### config.mk
export PLATFORM = sky130hd
export DESIGN_NAME = wit_watchdog
export DESIGN_NICKNAME = d
export VERILOG_FILES = /design/src/logic/wit_pkg.sv /design/src/logic/wit_pin_sync.sv /design/src/logic/wit_watchdog.sv
export SDC_FILE = /design/constraint.sdc
export NUM_CORES = 1
export LEC_CHECK = 0
export BUFFER_PORTS_ARGS = -buffer_cell sky130_fd_sc_hd__buf_2
export CAP_MARGIN = 0
export CORE_UTILIZATION = 26
export DETAILED_ROUTE_END_ITERATION = 6
export PLACE_DENSITY = 0.5
export SLEW_MARGIN = 10
export SYNTH_ARGS = -nofsm -noshare
export SYNTH_HDL_FRONTEND = slang
export SYNTH_SLANG_ARGS = --single-unit
### constraint.sdc
create_clock -name pclk -period 2.3 [get_ports pclk]
set_clock_uncertainty 0.05 [all_clocks]
set_input_delay 0.23 -clock pclk [delete_from_list [all_inputs] [get_ports pclk]]
set_output_delay 0.23 -clock pclk [all_outputs]
set_load 0.01 [all_outputs]
### src/logic/wit_pkg.sv
package wit_pkg;
    // -----------------------------------------------------------------
    // register map (byte addresses, one word each)
    // -----------------------------------------------------------------
    localparam logic [7:0] WIT_OFS_CONTROL = 8'h00;
    localparam logic [7:0] WIT_OFS_FEED = 8'h04;
    localparam logic [7:0] WIT_OFS_INT_STATUS = 8'h08;
    localparam logic [7:0] WIT_OFS_INT_CLEAR = 8'h0C;
    localparam logic [7:0] WIT_OFS_INT_ENABLE = 8'h10;

    // -----------------------------------------------------------------
    // watchdog_control fields
    // -----------------------------------------------------------------
    localparam int WIT_BIT_OVERFLOW = 5;
    localparam int WIT_BIT_RUN = 4;
    localparam int WIT_BIT_CLKSEL = 3;
    localparam int WIT_RATE_LSB = 0;
    localparam logic [7:0] WIT_CTRL_RESET = 8'h00;
    localparam logic [7:0] WIT_CTRL_WDOG_RESET = 8'h10;

    // interrupt status bits
    localparam int WIT_INT_TIMEOUT = 0;
    localparam int WIT_INT_WDOG_RST = 1;
    localparam int WIT_INT_W = 2;

    // feed key bytes
    localparam logic [7:0] WIT_FEED_KEY1 = 8'h1E;
    localparam logic [7:0] WIT_FEED_KEY2 = 8'hE1;

    // -----------------------------------------------------------------
    // counts and timing
    // -----------------------------------------------------------------
    localparam int WIT_CNT_W = 21;
    localparam logic [20:0] WIT_BASE_TICKS = 21'h002000;
    localparam int WIT_CLK_PERIOD_NS = 8;
    localparam int WIT_RST_PULSE_NS = 1000;
    localparam int WIT_RST_PULSE_CYC_I = (WIT_RST_PULSE_NS / WIT_CLK_PERIOD_NS) < 1 ? 1 :
                                         (WIT_RST_PULSE_NS / WIT_CLK_PERIOD_NS);
    localparam logic [7:0] WIT_RST_PULSE_CYC = 8'(WIT_RST_PULSE_CYC_I);

    // pin input order for the synchroniser bank
    localparam int WIT_PIN_OSC = 0;
    localparam int WIT_PIN_OTHER_RST = 1;
    localparam int WIT_PIN_PWRDN = 2;
    localparam int WIT_PIN_OSC_STABLE = 3;
    localparam int WIT_PIN_CPU_CLK = 4;
    localparam int WIT_PIN_N = 5;

    // reset sequencer states
    typedef enum logic [2:0] {
        WIT_ST_IDLE = 3'b001,
        WIT_ST_PULSE = 3'b010,
        WIT_ST_WAIT_OSC = 3'b100
    } wit_state_t;
endpackage : wit_pkg

### src/logic/wit_pin_sync.sv
`timescale 1ns/1ns
// three-stage pin synchroniser with agreement filter and rise pulse
module wit_pin_sync (
    input wire logic pclk,
    input wire logic presetn,
    input wire logic pin,
    output logic level,
    output logic rise
);
    logic s1_ff;
    logic s2_ff;
    logic s3_ff;
    logic level_ff;
    logic rise_ff;
    wire agree = (s2_ff == s3_ff);

    // -----------------------------------------------------------------
    // sampling chain; only the second stage reads the first
    // -----------------------------------------------------------------
    always_ff @(posedge pclk or negedge presetn) begin
        if (!presetn) begin
            s1_ff <= 1'b0;
            s2_ff <= 1'b0;
            s3_ff <= 1'b0;
            level_ff <= 1'b0;
            rise_ff <= 1'b0;
        end else begin
            s1_ff <= pin;
            s2_ff <= s1_ff;
            s3_ff <= s2_ff;
            level_ff <= agree ? s3_ff : level_ff;
            rise_ff <= agree & s3_ff & ~level_ff;
        end
    end

    assign level = level_ff;
    assign rise = rise_ff;
endmodule : wit_pin_sync

### src/logic/wit_watchdog.sv
// Decided for this implementation: register access over APB and the register addresses.
`timescale 1ns/1ns
// How it works
// (RULE1) with watchdog enabled the counter ticks only from the independent oscillator.
// (RULE2) enabled watchdog must be fed; nothing can stop it.
// (RULE3) with watchdog off the counter is an interval timer raising an interrupt.
// (RULE4) eight timeout selections, nominally 16 ms up to 2.1 s.
// (RULE5) when enabled, control register takes one write only after start-up.
// (RULE6) software feeds then sets rate within 10 ms of start-up safely.
// (RULE7) enabled watchdog still expires and resets if the cpu clock stops.
// (RULE8) enabled watchdog held idle while another chip reset is active.
// (RULE9) a feed needs 1Eh then E1h written to the feed register.
// (RULE10) other activity may come between the two feed writes.
// (RULE11) wrong feed bytes do nothing; expiry time stays unchanged.
// (RULE12) watchdog timeout asserts internal reset for about one microsecond.
// (RULE13) if cpu clock runs, execution restarts right after the reset.
// (RULE14) from power-down, reset restarts oscillator and waits until it is stable.
// (RULE15) each higher rate code doubles the oscillator clocks before timeout.
module wit_watchdog (
    input wire logic pclk,
    input wire logic presetn,
    input wire logic psel,
    input wire logic penable,
    input wire logic pwrite,
    input wire logic [7:0] paddr,
    input wire logic [31:0] pwdata,
    output logic [31:0] prdata,
    output logic pready,
    output logic pslverr,
    input wire logic wdog_enable_cfg,
    input wire logic wdog_osc_pin,
    input wire logic other_reset_pin,
    input wire logic power_down_pin,
    input wire logic osc_stable_pin,
    input wire logic cpu_clk_running_pin,
    output logic wdog_reset,
    output logic cpu_hold,
    output logic osc_start,
    output logic irq
);
    import wit_pkg::*;

    // -----------------------------------------------------------------
    // pin synchronisers
    // -----------------------------------------------------------------
    logic [WIT_PIN_N-1:0] pin_raw;
    logic [WIT_PIN_N-1:0] pin_lvl;
    logic [WIT_PIN_N-1:0] pin_rise;
    assign pin_raw = {cpu_clk_running_pin, osc_stable_pin, power_down_pin, other_reset_pin, wdog_osc_pin};

    genvar gi;
    generate
        for (gi = 0; gi < WIT_PIN_N; gi = gi + 1) begin : g_sync
            wit_pin_sync u_sync (
                .pclk(pclk),
                .presetn(presetn),
                .pin(pin_raw[gi]),
                .level(pin_lvl[gi]),
                .rise(pin_rise[gi])
            );
        end
    endgenerate

    // -----------------------------------------------------------------
    // state
    // -----------------------------------------------------------------
    logic cfg_taken_ff;
    logic wd_mode_ff;
    logic [7:0] ctrl_ff;
    logic ctrl_locked_ff;
    logic key1_seen_ff;
    logic [WIT_CNT_W-1:0] count_ff;
    logic [WIT_INT_W-1:0] int_status_ff;
    logic [WIT_INT_W-1:0] int_enable_ff;
    wit_state_t state_ff;
    logic [7:0] pulse_cnt_ff;
    logic from_pwrdn_ff;
    logic [31:0] prdata_ff;
    logic pready_ff;
    logic pslverr_ff;
    logic wdog_reset_ff;
    logic cpu_hold_ff;
    logic osc_start_ff;
    logic irq_ff;

    // -----------------------------------------------------------------
    // apb decode
    // -----------------------------------------------------------------
    wire setup = psel & ~penable;
    wire wr_take = psel & penable & pready_ff & pwrite;
    wire hit_ctrl = (paddr == WIT_OFS_CONTROL);
    wire hit_feed = (paddr == WIT_OFS_FEED);
    wire hit_stat = (paddr == WIT_OFS_INT_STATUS);
    wire hit_clr = (paddr == WIT_OFS_INT_CLEAR);
    wire hit_en = (paddr == WIT_OFS_INT_ENABLE);
    wire mapped = hit_ctrl | hit_feed | hit_stat | hit_clr | hit_en;
    wire wr_ctrl = wr_take & hit_ctrl;
    wire wr_feed = wr_take & hit_feed;
    wire wr_clr = wr_take & hit_clr;
    wire wr_en = wr_take & hit_en;

    // read mux; feed and clear registers read as zero
    wire [31:0] rd_val = hit_ctrl ? {24'h000000, ctrl_ff} :
                         hit_stat ? {30'h00000000, int_status_ff} :
                         hit_en ? {30'h00000000, int_enable_ff} : 32'h00000000;

    // -----------------------------------------------------------------
    // counter control
    // -----------------------------------------------------------------
    // once enabled as a watchdog the run bit is forced on and the
    // clock select forced to the rc oscillator
    wire run = wd_mode_ff | ctrl_ff[WIT_BIT_RUN]; // [RULE2]
    wire use_pclk = ~wd_mode_ff & ctrl_ff[WIT_BIT_CLKSEL]; // [RULE1]
    // the oscillator pin is independent of the cpu clock, so a dead cpu
    // oscillator still leaves ticks arriving here
    wire tick = use_pclk | pin_rise[WIT_PIN_OSC]; // [RULE1] [RULE7]
    wire held = wd_mode_ff & pin_lvl[WIT_PIN_OTHER_RST]; // [RULE8]
    wire [2:0] rate = ctrl_ff[WIT_RATE_LSB+2:WIT_RATE_LSB];
    wire [WIT_CNT_W-1:0] terminal = WIT_BASE_TICKS << rate; // [RULE4] [RULE15]
    wire expire = cfg_taken_ff & run & ~held & tick & (count_ff == terminal - 21'h000001);
    wire feed_ok = wr_feed & key1_seen_ff & (pwdata[7:0] == WIT_FEED_KEY2); // [RULE9]
    wire wd_expire = expire & wd_mode_ff;
    wire iv_expire = expire & ~wd_mode_ff; // [RULE3]
    // control write allowed always in timer mode, once in watchdog mode
    wire ctrl_wr_ok = wr_ctrl & (~wd_mode_ff | ~ctrl_locked_ff); // [RULE5]

    wire [WIT_CNT_W-1:0] nxt_count = (held | feed_ok | expire | ~run) ? '0 : // [RULE11]
                                     (cfg_taken_ff & tick) ? count_ff + 21'h000001 : count_ff;

    // -----------------------------------------------------------------
    // strap capture and apb answer
    // -----------------------------------------------------------------
    // the configuration bit is caught once, the first edge after release
    always_ff @(posedge pclk or negedge presetn) begin
        if (!presetn) begin
            cfg_taken_ff <= 1'b0;
            wd_mode_ff <= 1'b0;
        end else if (!cfg_taken_ff) begin
            cfg_taken_ff <= 1'b1;
            wd_mode_ff <= wdog_enable_cfg;
        end
    end

    // zero wait states: answer in the access cycle after every setup
    always_ff @(posedge pclk or negedge presetn) begin
        if (!presetn) begin
            prdata_ff <= 32'h00000000;
            pready_ff <= 1'b0;
            pslverr_ff <= 1'b0;
        end else begin
            pready_ff <= setup;
            pslverr_ff <= setup & ~mapped;
            prdata_ff <= (setup & ~pwrite) ? rd_val : prdata_ff;
        end
    end

    // -----------------------------------------------------------------
    // control register, feed key and counter
    // -----------------------------------------------------------------
    wire [7:0] ctrl_wval = {2'b00, ctrl_ff[WIT_BIT_OVERFLOW] & pwdata[WIT_BIT_OVERFLOW], pwdata[4:0]};
    wire [7:0] ctrl_upd = ctrl_wr_ok ? ctrl_wval : ctrl_ff;
    wire [7:0] ctrl_forced = wd_mode_ff ? (ctrl_upd | 8'h10) & 8'hF7 : ctrl_upd; // [RULE2]
    // overflow set wins over a software clear in the same cycle
    wire [7:0] nxt_ctrl = expire ? (ctrl_forced | 8'h20) : ctrl_forced;

    always_ff @(posedge pclk or negedge presetn) begin
        if (!presetn) begin
            ctrl_ff <= WIT_CTRL_RESET;
        end else if (cfg_taken_ff) begin
            ctrl_ff <= nxt_ctrl;
        end else begin
            ctrl_ff <= wdog_enable_cfg ? WIT_CTRL_WDOG_RESET : WIT_CTRL_RESET; // [RULE6]
        end
    end

    // lock closes after the first control write in watchdog mode
    always_ff @(posedge pclk or negedge presetn) begin
        if (!presetn) begin
            ctrl_locked_ff <= 1'b0;
        end else if (wr_ctrl & wd_mode_ff) begin
            ctrl_locked_ff <= 1'b1; // [RULE5]
        end
    end

    // key state survives unrelated bus traffic; only feed writes move it
    always_ff @(posedge pclk or negedge presetn) begin
        if (!presetn) begin
            key1_seen_ff <= 1'b0;
        end else if (wr_feed) begin
            key1_seen_ff <= (pwdata[7:0] == WIT_FEED_KEY1); // [RULE9] [RULE10] [RULE11]
        end
    end

    // the rate starts at the shortest setting, so a feed within 10 ms is safe
    always_ff @(posedge pclk or negedge presetn) begin
        if (!presetn) begin
            count_ff <= '0;
        end else begin
            count_ff <= nxt_count; // [RULE6] [RULE8]
        end
    end

    // -----------------------------------------------------------------
    // interrupt status, enable, output
    // -----------------------------------------------------------------
    wire [WIT_INT_W-1:0] int_set = {wd_expire, iv_expire}; // [RULE3]
    wire [WIT_INT_W-1:0] int_clr = wr_clr ? pwdata[WIT_INT_W-1:0] : '0;
    wire [WIT_INT_W-1:0] nxt_int_status = (int_status_ff & ~int_clr) | int_set;

    always_ff @(posedge pclk or negedge presetn) begin
        if (!presetn) begin
            int_status_ff <= '0;
            int_enable_ff <= '0;
            irq_ff <= 1'b0;
        end else begin
            int_status_ff <= nxt_int_status;
            int_enable_ff <= wr_en ? pwdata[WIT_INT_W-1:0] : int_enable_ff;
            irq_ff <= |(nxt_int_status & (wr_en ? pwdata[WIT_INT_W-1:0] : int_enable_ff));
        end
    end

    // -----------------------------------------------------------------
    // reset sequencer
    // -----------------------------------------------------------------
    wit_state_t nxt_state;
    logic [7:0] nxt_pulse_cnt;
    logic nxt_from_pwrdn;

    always_comb begin
        nxt_state = state_ff;
        nxt_pulse_cnt = pulse_cnt_ff;
        nxt_from_pwrdn = from_pwrdn_ff;
        case (state_ff)
            WIT_ST_IDLE: begin
                if (wd_expire) begin
                    nxt_state = WIT_ST_PULSE; // [RULE2] [RULE7]
                    nxt_pulse_cnt = WIT_RST_PULSE_CYC;
                    nxt_from_pwrdn = pin_lvl[WIT_PIN_PWRDN] | ~pin_lvl[WIT_PIN_CPU_CLK];
                end
            end
            WIT_ST_PULSE: begin
                nxt_pulse_cnt = pulse_cnt_ff - 8'h01;
                if (pulse_cnt_ff == 8'h01) begin
                    // running cpu clock outside power-down goes straight back to work
                    nxt_state = from_pwrdn_ff ? WIT_ST_WAIT_OSC : WIT_ST_IDLE; // [RULE12] [RULE13]
                end
            end
            WIT_ST_WAIT_OSC: begin
                if (pin_lvl[WIT_PIN_OSC_STABLE]) begin
                    nxt_state = WIT_ST_IDLE; // [RULE14]
                    nxt_from_pwrdn = 1'b0;
                end
            end
            default: begin
                nxt_state = WIT_ST_IDLE;
            end
        endcase
    end

    always_ff @(posedge pclk or negedge presetn) begin
        if (!presetn) begin
            state_ff <= WIT_ST_IDLE;
            pulse_cnt_ff <= 8'h00;
            from_pwrdn_ff <= 1'b0;
        end else begin
            state_ff <= nxt_state;
            pulse_cnt_ff <= nxt_pulse_cnt;
            from_pwrdn_ff <= nxt_from_pwrdn;
        end
    end

    // outputs registered from the next state so they line up with it
    always_ff @(posedge pclk or negedge presetn) begin
        if (!presetn) begin
            wdog_reset_ff <= 1'b0;
            cpu_hold_ff <= 1'b0;
            osc_start_ff <= 1'b0;
        end else begin
            wdog_reset_ff <= (nxt_state == WIT_ST_PULSE); // [RULE12]
            cpu_hold_ff <= (nxt_state != WIT_ST_IDLE); // [RULE14]
            osc_start_ff <= (nxt_state == WIT_ST_WAIT_OSC); // [RULE14]
        end
    end

    assign prdata = prdata_ff;
    assign pready = pready_ff;
    assign pslverr = pslverr_ff;
    assign wdog_reset = wdog_reset_ff;
    assign cpu_hold = cpu_hold_ff;
    assign osc_start = osc_start_ff;
    assign irq = irq_ff;
endmodule : wit_watchdog

# Word level (Yosys, flattened, before mapping)
# Cells that the tools add are included.
# Widths: inputs -> output; s select.
dict set report classes {
  addsub 3
  n_reduce_logical 7
  shifts 1
  n_eq_ne 21
  n_bitwise 50
  muxes 22
}
# operator count
set op_table {}
lappend op_table {{$mux 21} 2}
lappend op_table {{$mux 8} 4}
lappend op_table {{$and 1x1->1} 26}
lappend op_table {{$add 21x1->21 const B} 1}
lappend op_table {{$eq 21x21->1} 1}
lappend op_table {{$shl 14x3->21 const A} 1}
lappend op_table {{$sub 21x1->21 const B} 1}
lappend op_table {{$eq 8x4->1 const B} 2}
lappend op_table {{$eq 8x5->1 const B} 2}
lappend op_table {{$pmux 8 s2} 1}
lappend op_table {{$mux 3} 4}
lappend op_table {{$or 1x1->1} 11}
lappend op_table {{$mux 5} 2}
lappend op_table {{$not 1->1} 9}
lappend op_table {{$pmux 3 s3} 1}
lappend op_table {{$eq 8x1->1 const B} 1}
lappend op_table {{$eq 8x3->1 const B} 1}
lappend op_table {{$eq 8x8->1 const B} 1}
lappend op_table {{$logic_not 8->1} 1}
lappend op_table {{$mux 2} 4}
lappend op_table {{$sub 8x1->8 const B} 1}
lappend op_table {{$eq 3x2->1 const B} 2}
lappend op_table {{$eq 3x3->1 const B} 2}
lappend op_table {{$mux 6} 1}
lappend op_table {{other kinds (14)} 22}
dict set report totals {
  inputBits 51
  word_cells 143
  register_bits 108
  out_inout_bits 38
}

# Longest topological paths before layout
# Gate-level depths: netlist of run 1.
dict set report depth {
  word_depth 10
  mapped_depth 7
  mapped_depth_nobuf 6
}

# Cells and area by module
# From an unflattened synthesis of run 1, not the netlist that was laid out.
dict set report hier_totals {
  cells_unflattened 401
  area_unflattened_um2 4255.3
}
# module seq_area_each_um2 cells_per_inst n_inst area_each_um2
set by_module_without_submodules {}
lappend by_module_without_submodules {wit_watchdog 1477.7 361 1 3460.8}
lappend by_module_without_submodules {wit_pin_sync 125.1 8 5 158.9}

# Worst setup path after synthesis of run 1
# No wires, ideal clock.
dict set report synth_path {
  path_kind {reg-to-reg}
  from {register ctrl_ff[1]}
  to {register pulse_cnt_ff[7]}
  setup_time_ns 0.118
  t_arrival_ns 2.095
  path_buffers 2
  synth_period_minus_slack_ns 2.263
  path_slack_ns 0.037
  path_stages_with_launch 8
  cell_sequence {dfrtp_1 -> buf_6 -> nor4_2 -> a21oi_1 -> or4b_4 -> or4_4 -> buf_6 -> a21o_1}
}
dict set report synth_between {
  elab_chain_len 7
}
# item line
set synth_lines {}
lappend synth_lines {{start, declared} wit_watchdog.sv:69} ;# logic [7:0] ctrl_ff;
lappend synth_lines {{start signal, assigned} wit_watchdog.sv:170} ;# ctrl_ff <= nxt_ctrl;
lappend synth_lines {{start signal, assigned} wit_watchdog.sv:172} ;# ctrl_ff <= wdog_enable_cfg ? WIT_CTRL_WDOG_RESET : WIT_CTRL_RESET;
lappend synth_lines {{$shl 14x3->21} wit_watchdog.sv:119} ;# wire [WIT_CNT_W-1:0] terminal = WIT_BASE_TICKS << rate;
lappend synth_lines {{$sub 21x1->21} wit_watchdog.sv:120} ;# wire expire = cfg_taken_ff & run & ~held & tick & (count_ff == terminal - 21'h000001);
lappend synth_lines {{$eq 21x21->1} wit_watchdog.sv:120}
lappend synth_lines {{$and 1x1->1} wit_watchdog.sv:120}
lappend synth_lines {{$and 1x1->1} wit_watchdog.sv:122} ;# wire wd_expire = expire & wd_mode_ff;
lappend synth_lines {{$ne 2x2->1 (no line)} --}
lappend synth_lines {{$reduce_and 2->1 (no line)} --}
lappend synth_lines {{end signal, assigned} wit_watchdog.sv:267} ;# pulse_cnt_ff <= nxt_pulse_cnt;
lappend synth_lines {{end, declared} wit_watchdog.sv:76} ;# logic [7:0] pulse_cnt_ff;
# No other way between the ends.
# A chain may end at the register's enable or synchronous reset.

# Worst setup path after layout of run 1
dict set report layout_path {
  from {register count_ff[0]}
  to {register pulse_cnt_ff[0]}
}
dict set report layout_between {
  elab_chain_len 5
}
# item line
set layout_lines {}
lappend layout_lines {{start, declared} wit_watchdog.sv:72} ;# logic [WIT_CNT_W-1:0] count_ff;
lappend layout_lines {{start signal, assigned} wit_watchdog.sv:199} ;# count_ff <= nxt_count;
lappend layout_lines {{$eq 21x21->1} wit_watchdog.sv:120}
lappend layout_lines {{$and 1x1->1} wit_watchdog.sv:120}
lappend layout_lines {{$and 1x1->1} wit_watchdog.sv:122}
lappend layout_lines {{$ne 2x2->1 (no line)} --}
lappend layout_lines {{$reduce_and 2->1 (no line)} --}
# No other way between the ends.

==> impl_metrics.toml, run 1 <==
[route]
drtAntennaViolNets = 0
via_per_inst = 4.463
vias = 2825
routedWlPerCell_um = 12.71
drc = 0
dr.pass1.iters = 4
drt_iter0_markers = 110
drt_wl_total_um = 8048

[critical_path]
worstSetupStartpointType = "flop"
startpoint = "count_ff[0]"
cp_max_fo = 6
endpoint_kind = "flop"
regToRegSetupSlack_ns = 0.01
required_ns = 2.52
ff2ff_path_depth = 7
crit_arrival_ns = 2.51
r2r-end = "pulse_cnt_ff[0]"
rr_startpoint = "count_ff[0]"
critical_path_class = "flop to flop"

[logic_synthesis]
synthXorXnorAreaFrac = 0.05175
synth_most_common_cell = "dfrtp_1"
netlist.area_leader.share = 0.5079
yosys.area_share.simple = 0.1938
synth_ff_type = "dfrtp_1"
synthTopCellsByCount = "dfrtp_1 (79), nor2_1 (38), buf_4 (28), nand2_1 (28), xnor2_1 (18)"
avgSynthCellArea_sq_um = 10.35
synth_area_leaders = "dfrtp_1 (51%), buf_4 (5.4%), xnor2_1 (4.1%), nor2_1 (3.7%), nand2_1 (2.7%)"
syn_inst = 376
synth_compound_area_frac = 0.1061
yosys_warnings = 0
synthDistinctLibCells = 57
synth_mux_area_frac = 0.02443
synth-async-reset-ratio = 1.000
synth_edf_count = 0
synth_top_family_by_area = "simple AND/OR/NAND/NOR gates"
yosysSeqAreaShare = 0.5146
yosys.area_share.adder = 0.02314
synth_top_cell_by_area = "dfrtp_1"
ys_ff_latch = 80
syn_area_sq_um = 3892

[min_path]
hold_end = "pready"
hold_depth = 2
hp-class = "input port to flop"
hp-start = "penable"

[cells_and_area]
final_nets = 499
finalNonFillerCells = 633
num_antenna_cells = 0
syn_to_final_growth_pct = 22.21
fin_area_sq_um = 4757
final_layout_size_suffix_gt1_frac = 0.2272
fill_cells = 1483

[floorplan]
die_width_um = 124.4
core_sq_um = 14590
io_pins = 89
core.rowCount = 44
die_height_um = 124.4
start_util = 0.2668
die-area_sq_um = 15460

[global_route]
grt_usage = 0.1103
grt_antenna_before_repair = 0
grt_pass1_wl_um = 13510
grt_overflow = 0
grt_max_degree = 81
grt_pass1_vias = 2754

[power_and_ir_drop]
combPwrFrac = 0.062
internal_power_mw = 2.365
swShare = 0.2393
clkPwrFrac = 0.468
p_seq_frac = 0.470
switchingPower_mw = 0.7442
p_leak_nw = 2.170
vdd_drop_max_mv = 0.3815
power_density_nw_per_um2 = 653.6

[timing]
drv_slew = 0
grt_setup_unrepaired = "yes"
period_share = 0.9949
tightest_slew_ns = 0.7843
period_needed_ns = 2.288
hold_viol_final = 0
clock.fmax_ghz = 0.4370
report.final.setup_viol = 0
max_slew_margin = 0.4749

[outcome]
status = "finished clean"

[clock_tree]
clkSinkCount = 80
clock_path_buffers = 2
cts-root-buf = "clkbuf_16"
htreeDepth = 3
insertion_delay_ns = 0.34
cts_tree = "yes"
cts.clk_slew.worst_paths_ns = 0.07
numCtsBuffers = 9

[placed_design]
dp_hpwl_um = 5570
place_area_sq_um = 4318
dp_cells = 604
port_buffers = 38
gp_congestion = 0.7681

[job]
drv_cap = 0
-- layer usage --
layer  track usage  vias up  wire length (um)  part of all wire
met3       0.03093        8               245             0.030
met4       0.05103        0               141             0.018
met1        0.1435     1357              3948              0.49
met5             0        -                 0                 0
li1              -     1401                 -                 -
met2        0.1690       59              3713              0.46
-- power groups by stage --
stage / registers, mW / logic (mW) / clock network, mW
5_1_grt: 1.47 / 0.216 / 1.57
6_report: 1.46 / 0.193 / 1.45
4_1_cts: 1.46 / 0.197 / 1.50
3_3_place_gp: 1.49 / 0.186 / 0
3_5_place_dp: 1.49 / 0.187 / 0
2_1_floorplan: 1.48 / 0.120 / 0
-- worst max path at each step --
stage                      endpoint  slack (ns)  cells after the start
finish              pulse_cnt_ff[0]        0.01                      7
global route        pulse_cnt_ff[2]       -0.10                      5
CTS                 pulse_cnt_ff[2]        0.02                      5
detailed placement  pulse_cnt_ff[2]        0.02                      5
global placement    pulse_cnt_ff[2]        0.04                      5
floorplan           pulse_cnt_ff[7]        0.04                      7
-- critical path: stages (launching register included) --
cell and delay [ns]:
dfrtp_1 0.38, ha_2 0.19, and3_1 0.19, o2111ai_2 0.14, a211o_1 0.37, buf_4 0.16, or4_4 0.59, a21oi_2 0.14
-- cell families after synthesis --
logic type / after synthesis
simple gates: 141
flops: 80
compound gates: 59
buf+inv: 54
xor+xnor: 23
mux: 9
fa+ha+maj: 8
other cells: 2
-- repair_timing --
item                                   in CTS  in global routing
hold buffers                                6                  0
setup buffers                               0                  6
endpoints found under the hold margin      84                  0
setup endpoints to repair                   0                 11
gates resized for setup                     0                 10
-- placed cells by master, fill, tap and decap left out, types with 5 or more instances in the layout --
master	synthesis	layout
xnor2_1	18	18
nand2_1	28	28
xor2_1	5	5
dlygate4sd3_1	0	6
conb_1	2	27
nor2b_1	5	5
nor3_1	10	10
a21oi_1	9	8
mux2i_1	5	5
inv_1	15	15
buf_4	28	25
nor4_1	12	12
dfrtp_1	79	79
nor2_1	38	38
clkbuf_16	0	9
o21ai_0	15	12
buf_2	2	37
nand4_1	7	7
nand3_1	13	13
-- cell type report --
cell class	count	area, sq um	area share
clock buffer	9	225.2	0.04734
multi-input combinational	268	1690	0.3553
timing repair buffer	70	473.0	0.09942
tap	184	230.2	0.04840
sequential	80	2003	0.4211
inverter	15	56.30	0.01184
clock inverter	7	78.83	0.01657
-- flip-flops by register name, summed over array words and instances (netlist names), 2 cells and up --
| name | cells |
|---|---|
| int_enable_ff | 2 |
| ctrl_ff | 6 |
| int_status_ff | 2 |
| pulse_cnt_ff | 8 |
| g_sync.u_sync.level | 5 |
| g_sync.u_sync.s1_ff | 5 |
| g_sync.u_sync.s2_ff | 5 |
| prdata | 6 |
| g_sync.u_sync.s3_ff | 5 |
| state_ff | 3 |
| count_ff | 21 |
-- per-stage QoR --
| step | setup WS, ns | total power, mW | utilization | hold slack, ns | TNS (ns) |
|---|---|---|---|---|---|
| after global routing | -0.1032 | 3.256 | 0.3261 | 0.06965 | -0.3145 |
| after detailed placement | 0.01556 | 1.675 | 0.2960 | 0.2521 | 0 |
| after global placement | 0.04308 | 1.672 | 0.2960 | 0.2503 | 0 |
| after CTS | 0.02456 | 3.157 | 0.3209 | 0.03905 | 0 |
| final | 0.01172 | 3.109 | 0.3261 | 0.05282 | 0 |
| after floorplan | 0.03664 | 1.602 | - | -0.1156 | 0 |
Power figures use the tool's default switching activity.
==> inputs of run 2 (changes only) <==
--- a/config.mk
+++ b/config.mk
@@ -5,11 +5,11 @@
 export SDC_FILE = /design/constraint.sdc
 export NUM_CORES = 1
 export LEC_CHECK = 0
-export BUFFER_PORTS_ARGS = -buffer_cell sky130_fd_sc_hd__buf_2
 export CAP_MARGIN = 0
 export CORE_UTILIZATION = 26
 export DETAILED_ROUTE_END_ITERATION = 6
-export PLACE_DENSITY = 0.5
+export DONT_BUFFER_PORTS = 1
+export PLACE_DENSITY = 0.45
 export SLEW_MARGIN = 10
 export SYNTH_ARGS = -nofsm -noshare
 export SYNTH_HDL_FRONTEND = slang
==> run 2 against run 1 <==
Against the previous run: clock power grew 5%; design area shrank 3.3%; highest routed layer unchanged; power grew 1.0%; sequential power is essentially flat; flip-flop and latch count is the same; maximum frequency grew 1.4%; critical path depth shrank 2; combinational power shrank 16%; largest power group is now the clock network; first-iteration DRC count shrank 11%; setup slack gained 0.031 ns; wire length grew 1.4%.
==> impl_metrics.toml, run 2 (synthesis results as in run 1) <==
[job]
drv_cap = 0

[floorplan]
core_sq_um = 14590
die-area_sq_um = 15460
die_width_um = 124.4
io_pins = 89
core.rowCount = 44
die_height_um = 124.4
start_util = 0.2668

[critical_path]
critical_path_class = "flop to flop"
rr_startpoint = "ctrl_ff[2]"
required_ns = 2.47
r2r-end = "pulse_cnt_ff[7]"
worstSetupStartpointType = "flop"
ff2ff_path_depth = 5
regToRegSetupSlack_ns = 0.04
cp_max_fo = 6
endpoint_kind = "flop"
crit_arrival_ns = 2.43

[power_and_ir_drop]
power_density_nw_per_um2 = 683.0
vdd_drop_max_mv = 0.4551
p_leak_nw = 2.008

[cells_and_area]
biggestRegsByFlops = "count_ff: 21 flops, pulse_cnt_ff: 8 flops"
largest_reg_flops = 21
final_cell_mix = "dfrtp_1 (79), nor2_1 (38), nand2_1 (28), conb_1 (27), buf_4 (19)"
syn_to_final_growth_pct = 18.16
register_area_sq_um = 2003
num_antenna_cells = 0
final_layout_size_suffix_gt1_frac = 0.1311
final_nets = 462
multiInputGateArea_sq_um = 1685
fill_cells = 1525
largest_register = "count_ff"
finalNonFillerCells = 596
layout_commonest_cell = "dfrtp_1"

[global_route]
grt_pass1_wl_um = 13520
grt_overflow = 0
grt_pass1_vias = 2690
grt_usage = 0.1107
grt_antenna_before_repair = 0
grt_max_degree = 81

[route]
vias = 2698
drc = 0
drtAntennaViolNets = 0
drt_iter0_markers = 98
via_per_inst = 4.527
routedWlPerCell_um = 13.69
drt_wl_total_um = 8159
dr.pass1.iters = 4

[placed_design]
gp_congestion = 0.7666
port_buffers = 0
dp_cells = 566
dp_hpwl_um = 5610

[timing]
hold_viol_final = 0
period_share = 0.9812
period_needed_ns = 2.257
fin_hold_ws_ns = 0.01537
max_slew_margin = 0.4688
grt_setup_unrepaired = "yes"
drv_slew = 0
tightest_slew_ns = 0.7932
report.final.setup_viol = 0
clock.fmax_ghz = 0.4431

[clock_tree]
insertion_delay_ns = 0.33
cts_tree = "yes"
clock_path_buffers = 2
cts-root-buf = "clkbuf_16"
htreeDepth = 3
numCtsBuffers = 9
clkSinkCount = 80
cts.clk_slew.worst_paths_ns = 0.06

[outcome]
status = "finished clean"

[min_path]
hp-class = "input port to flop"
hold_depth = 2
hp-start = "pwdata[2]"
hold_end = "ctrl_ff[2]"
-- run 2: cell types whose count changed in the layout (fill, tap and decap cells not counted), sizes merged --
cell	before	now
buf	64	21
dlygate4sd3	6	12
clkbuf	9	11
clkinv	4	2
inv	17	15
bufinv	1	2
clkinvlp	0	1
-- run 2: worst max path at each step --
stage                from         endpoint  depth (start not counted)
4_1_cts        ctrl_ff[2]  pulse_cnt_ff[7]                          5
6_report       ctrl_ff[2]  pulse_cnt_ff[7]                          5
3_3_place_gp   ctrl_ff[2]  pulse_cnt_ff[2]                          5
3_5_place_dp   ctrl_ff[2]  pulse_cnt_ff[2]                          5
5_1_grt        ctrl_ff[2]  pulse_cnt_ff[2]                          5
2_1_floorplan  ctrl_ff[1]  pulse_cnt_ff[7]                          7
-- run 2: final cells by class --
| type | instances | area share |
|---|---|---|
| Clock buffer | 11 | 0.05060 |
| Clock inverter | 5 | 0.01768 |
| Inverter | 15 | 0.01224 |
| Multi-Input combinational cell | 268 | 0.3664 |
| Sequential cell | 80 | 0.4355 |
| Tap cell | 184 | 0.05005 |
| Timing Repair Buffer | 33 | 0.06746 |
-- run 2: per-layer routing --
metal  part of all wire  track usage
met1               0.48       0.1452
met2               0.47       0.1687
met3              0.032      0.03222
met4              0.018      0.04819
met5                  0            0
-- run 2: critical path, stage by stage, from the launching register on --
cell	delay (ns)
dfrtp_1	0.41
nor4_2	0.28
a21oi_1	0.07
or4b_4	0.59
or4_4	0.56
a21o_1	0.18
-- run 2: power breakdown --
part	internal, mW	total [mW]	switching [mW]
combinational	0.0609	0.163	0.102
sequential	1.44	1.46	0.0220
clock	0.951	1.52	0.564
total	2.45	3.14	0.688
-- run 2: repair_timing --
action,4_1_cts,5_1_grt
hold buffers,13,0
setup endpoints to repair,1,10
gates cloned,0,1
hold endpoints to repair,90,0
resized for setup,1,5
buffers inserted,0,0
-- run 2: per-stage QoR --
step	area [sq um]	worst slack, ns	setup TNS, ns	power, mW	utilization
2_1_floorplan	3986	0.03664	0	1.602	-
5_1_grt	4599	-0.03283	-0.06544	3.275	0.3153
6_report	4599	0.04316	0	3.141	0.3153
3_3_place_gp	4113	0.04304	0	1.601	0.2819
4_1_cts	4579	0.008544	0	3.197	0.3139
3_5_place_dp	4113	-0.01152	-0.01152	1.602	0.2819
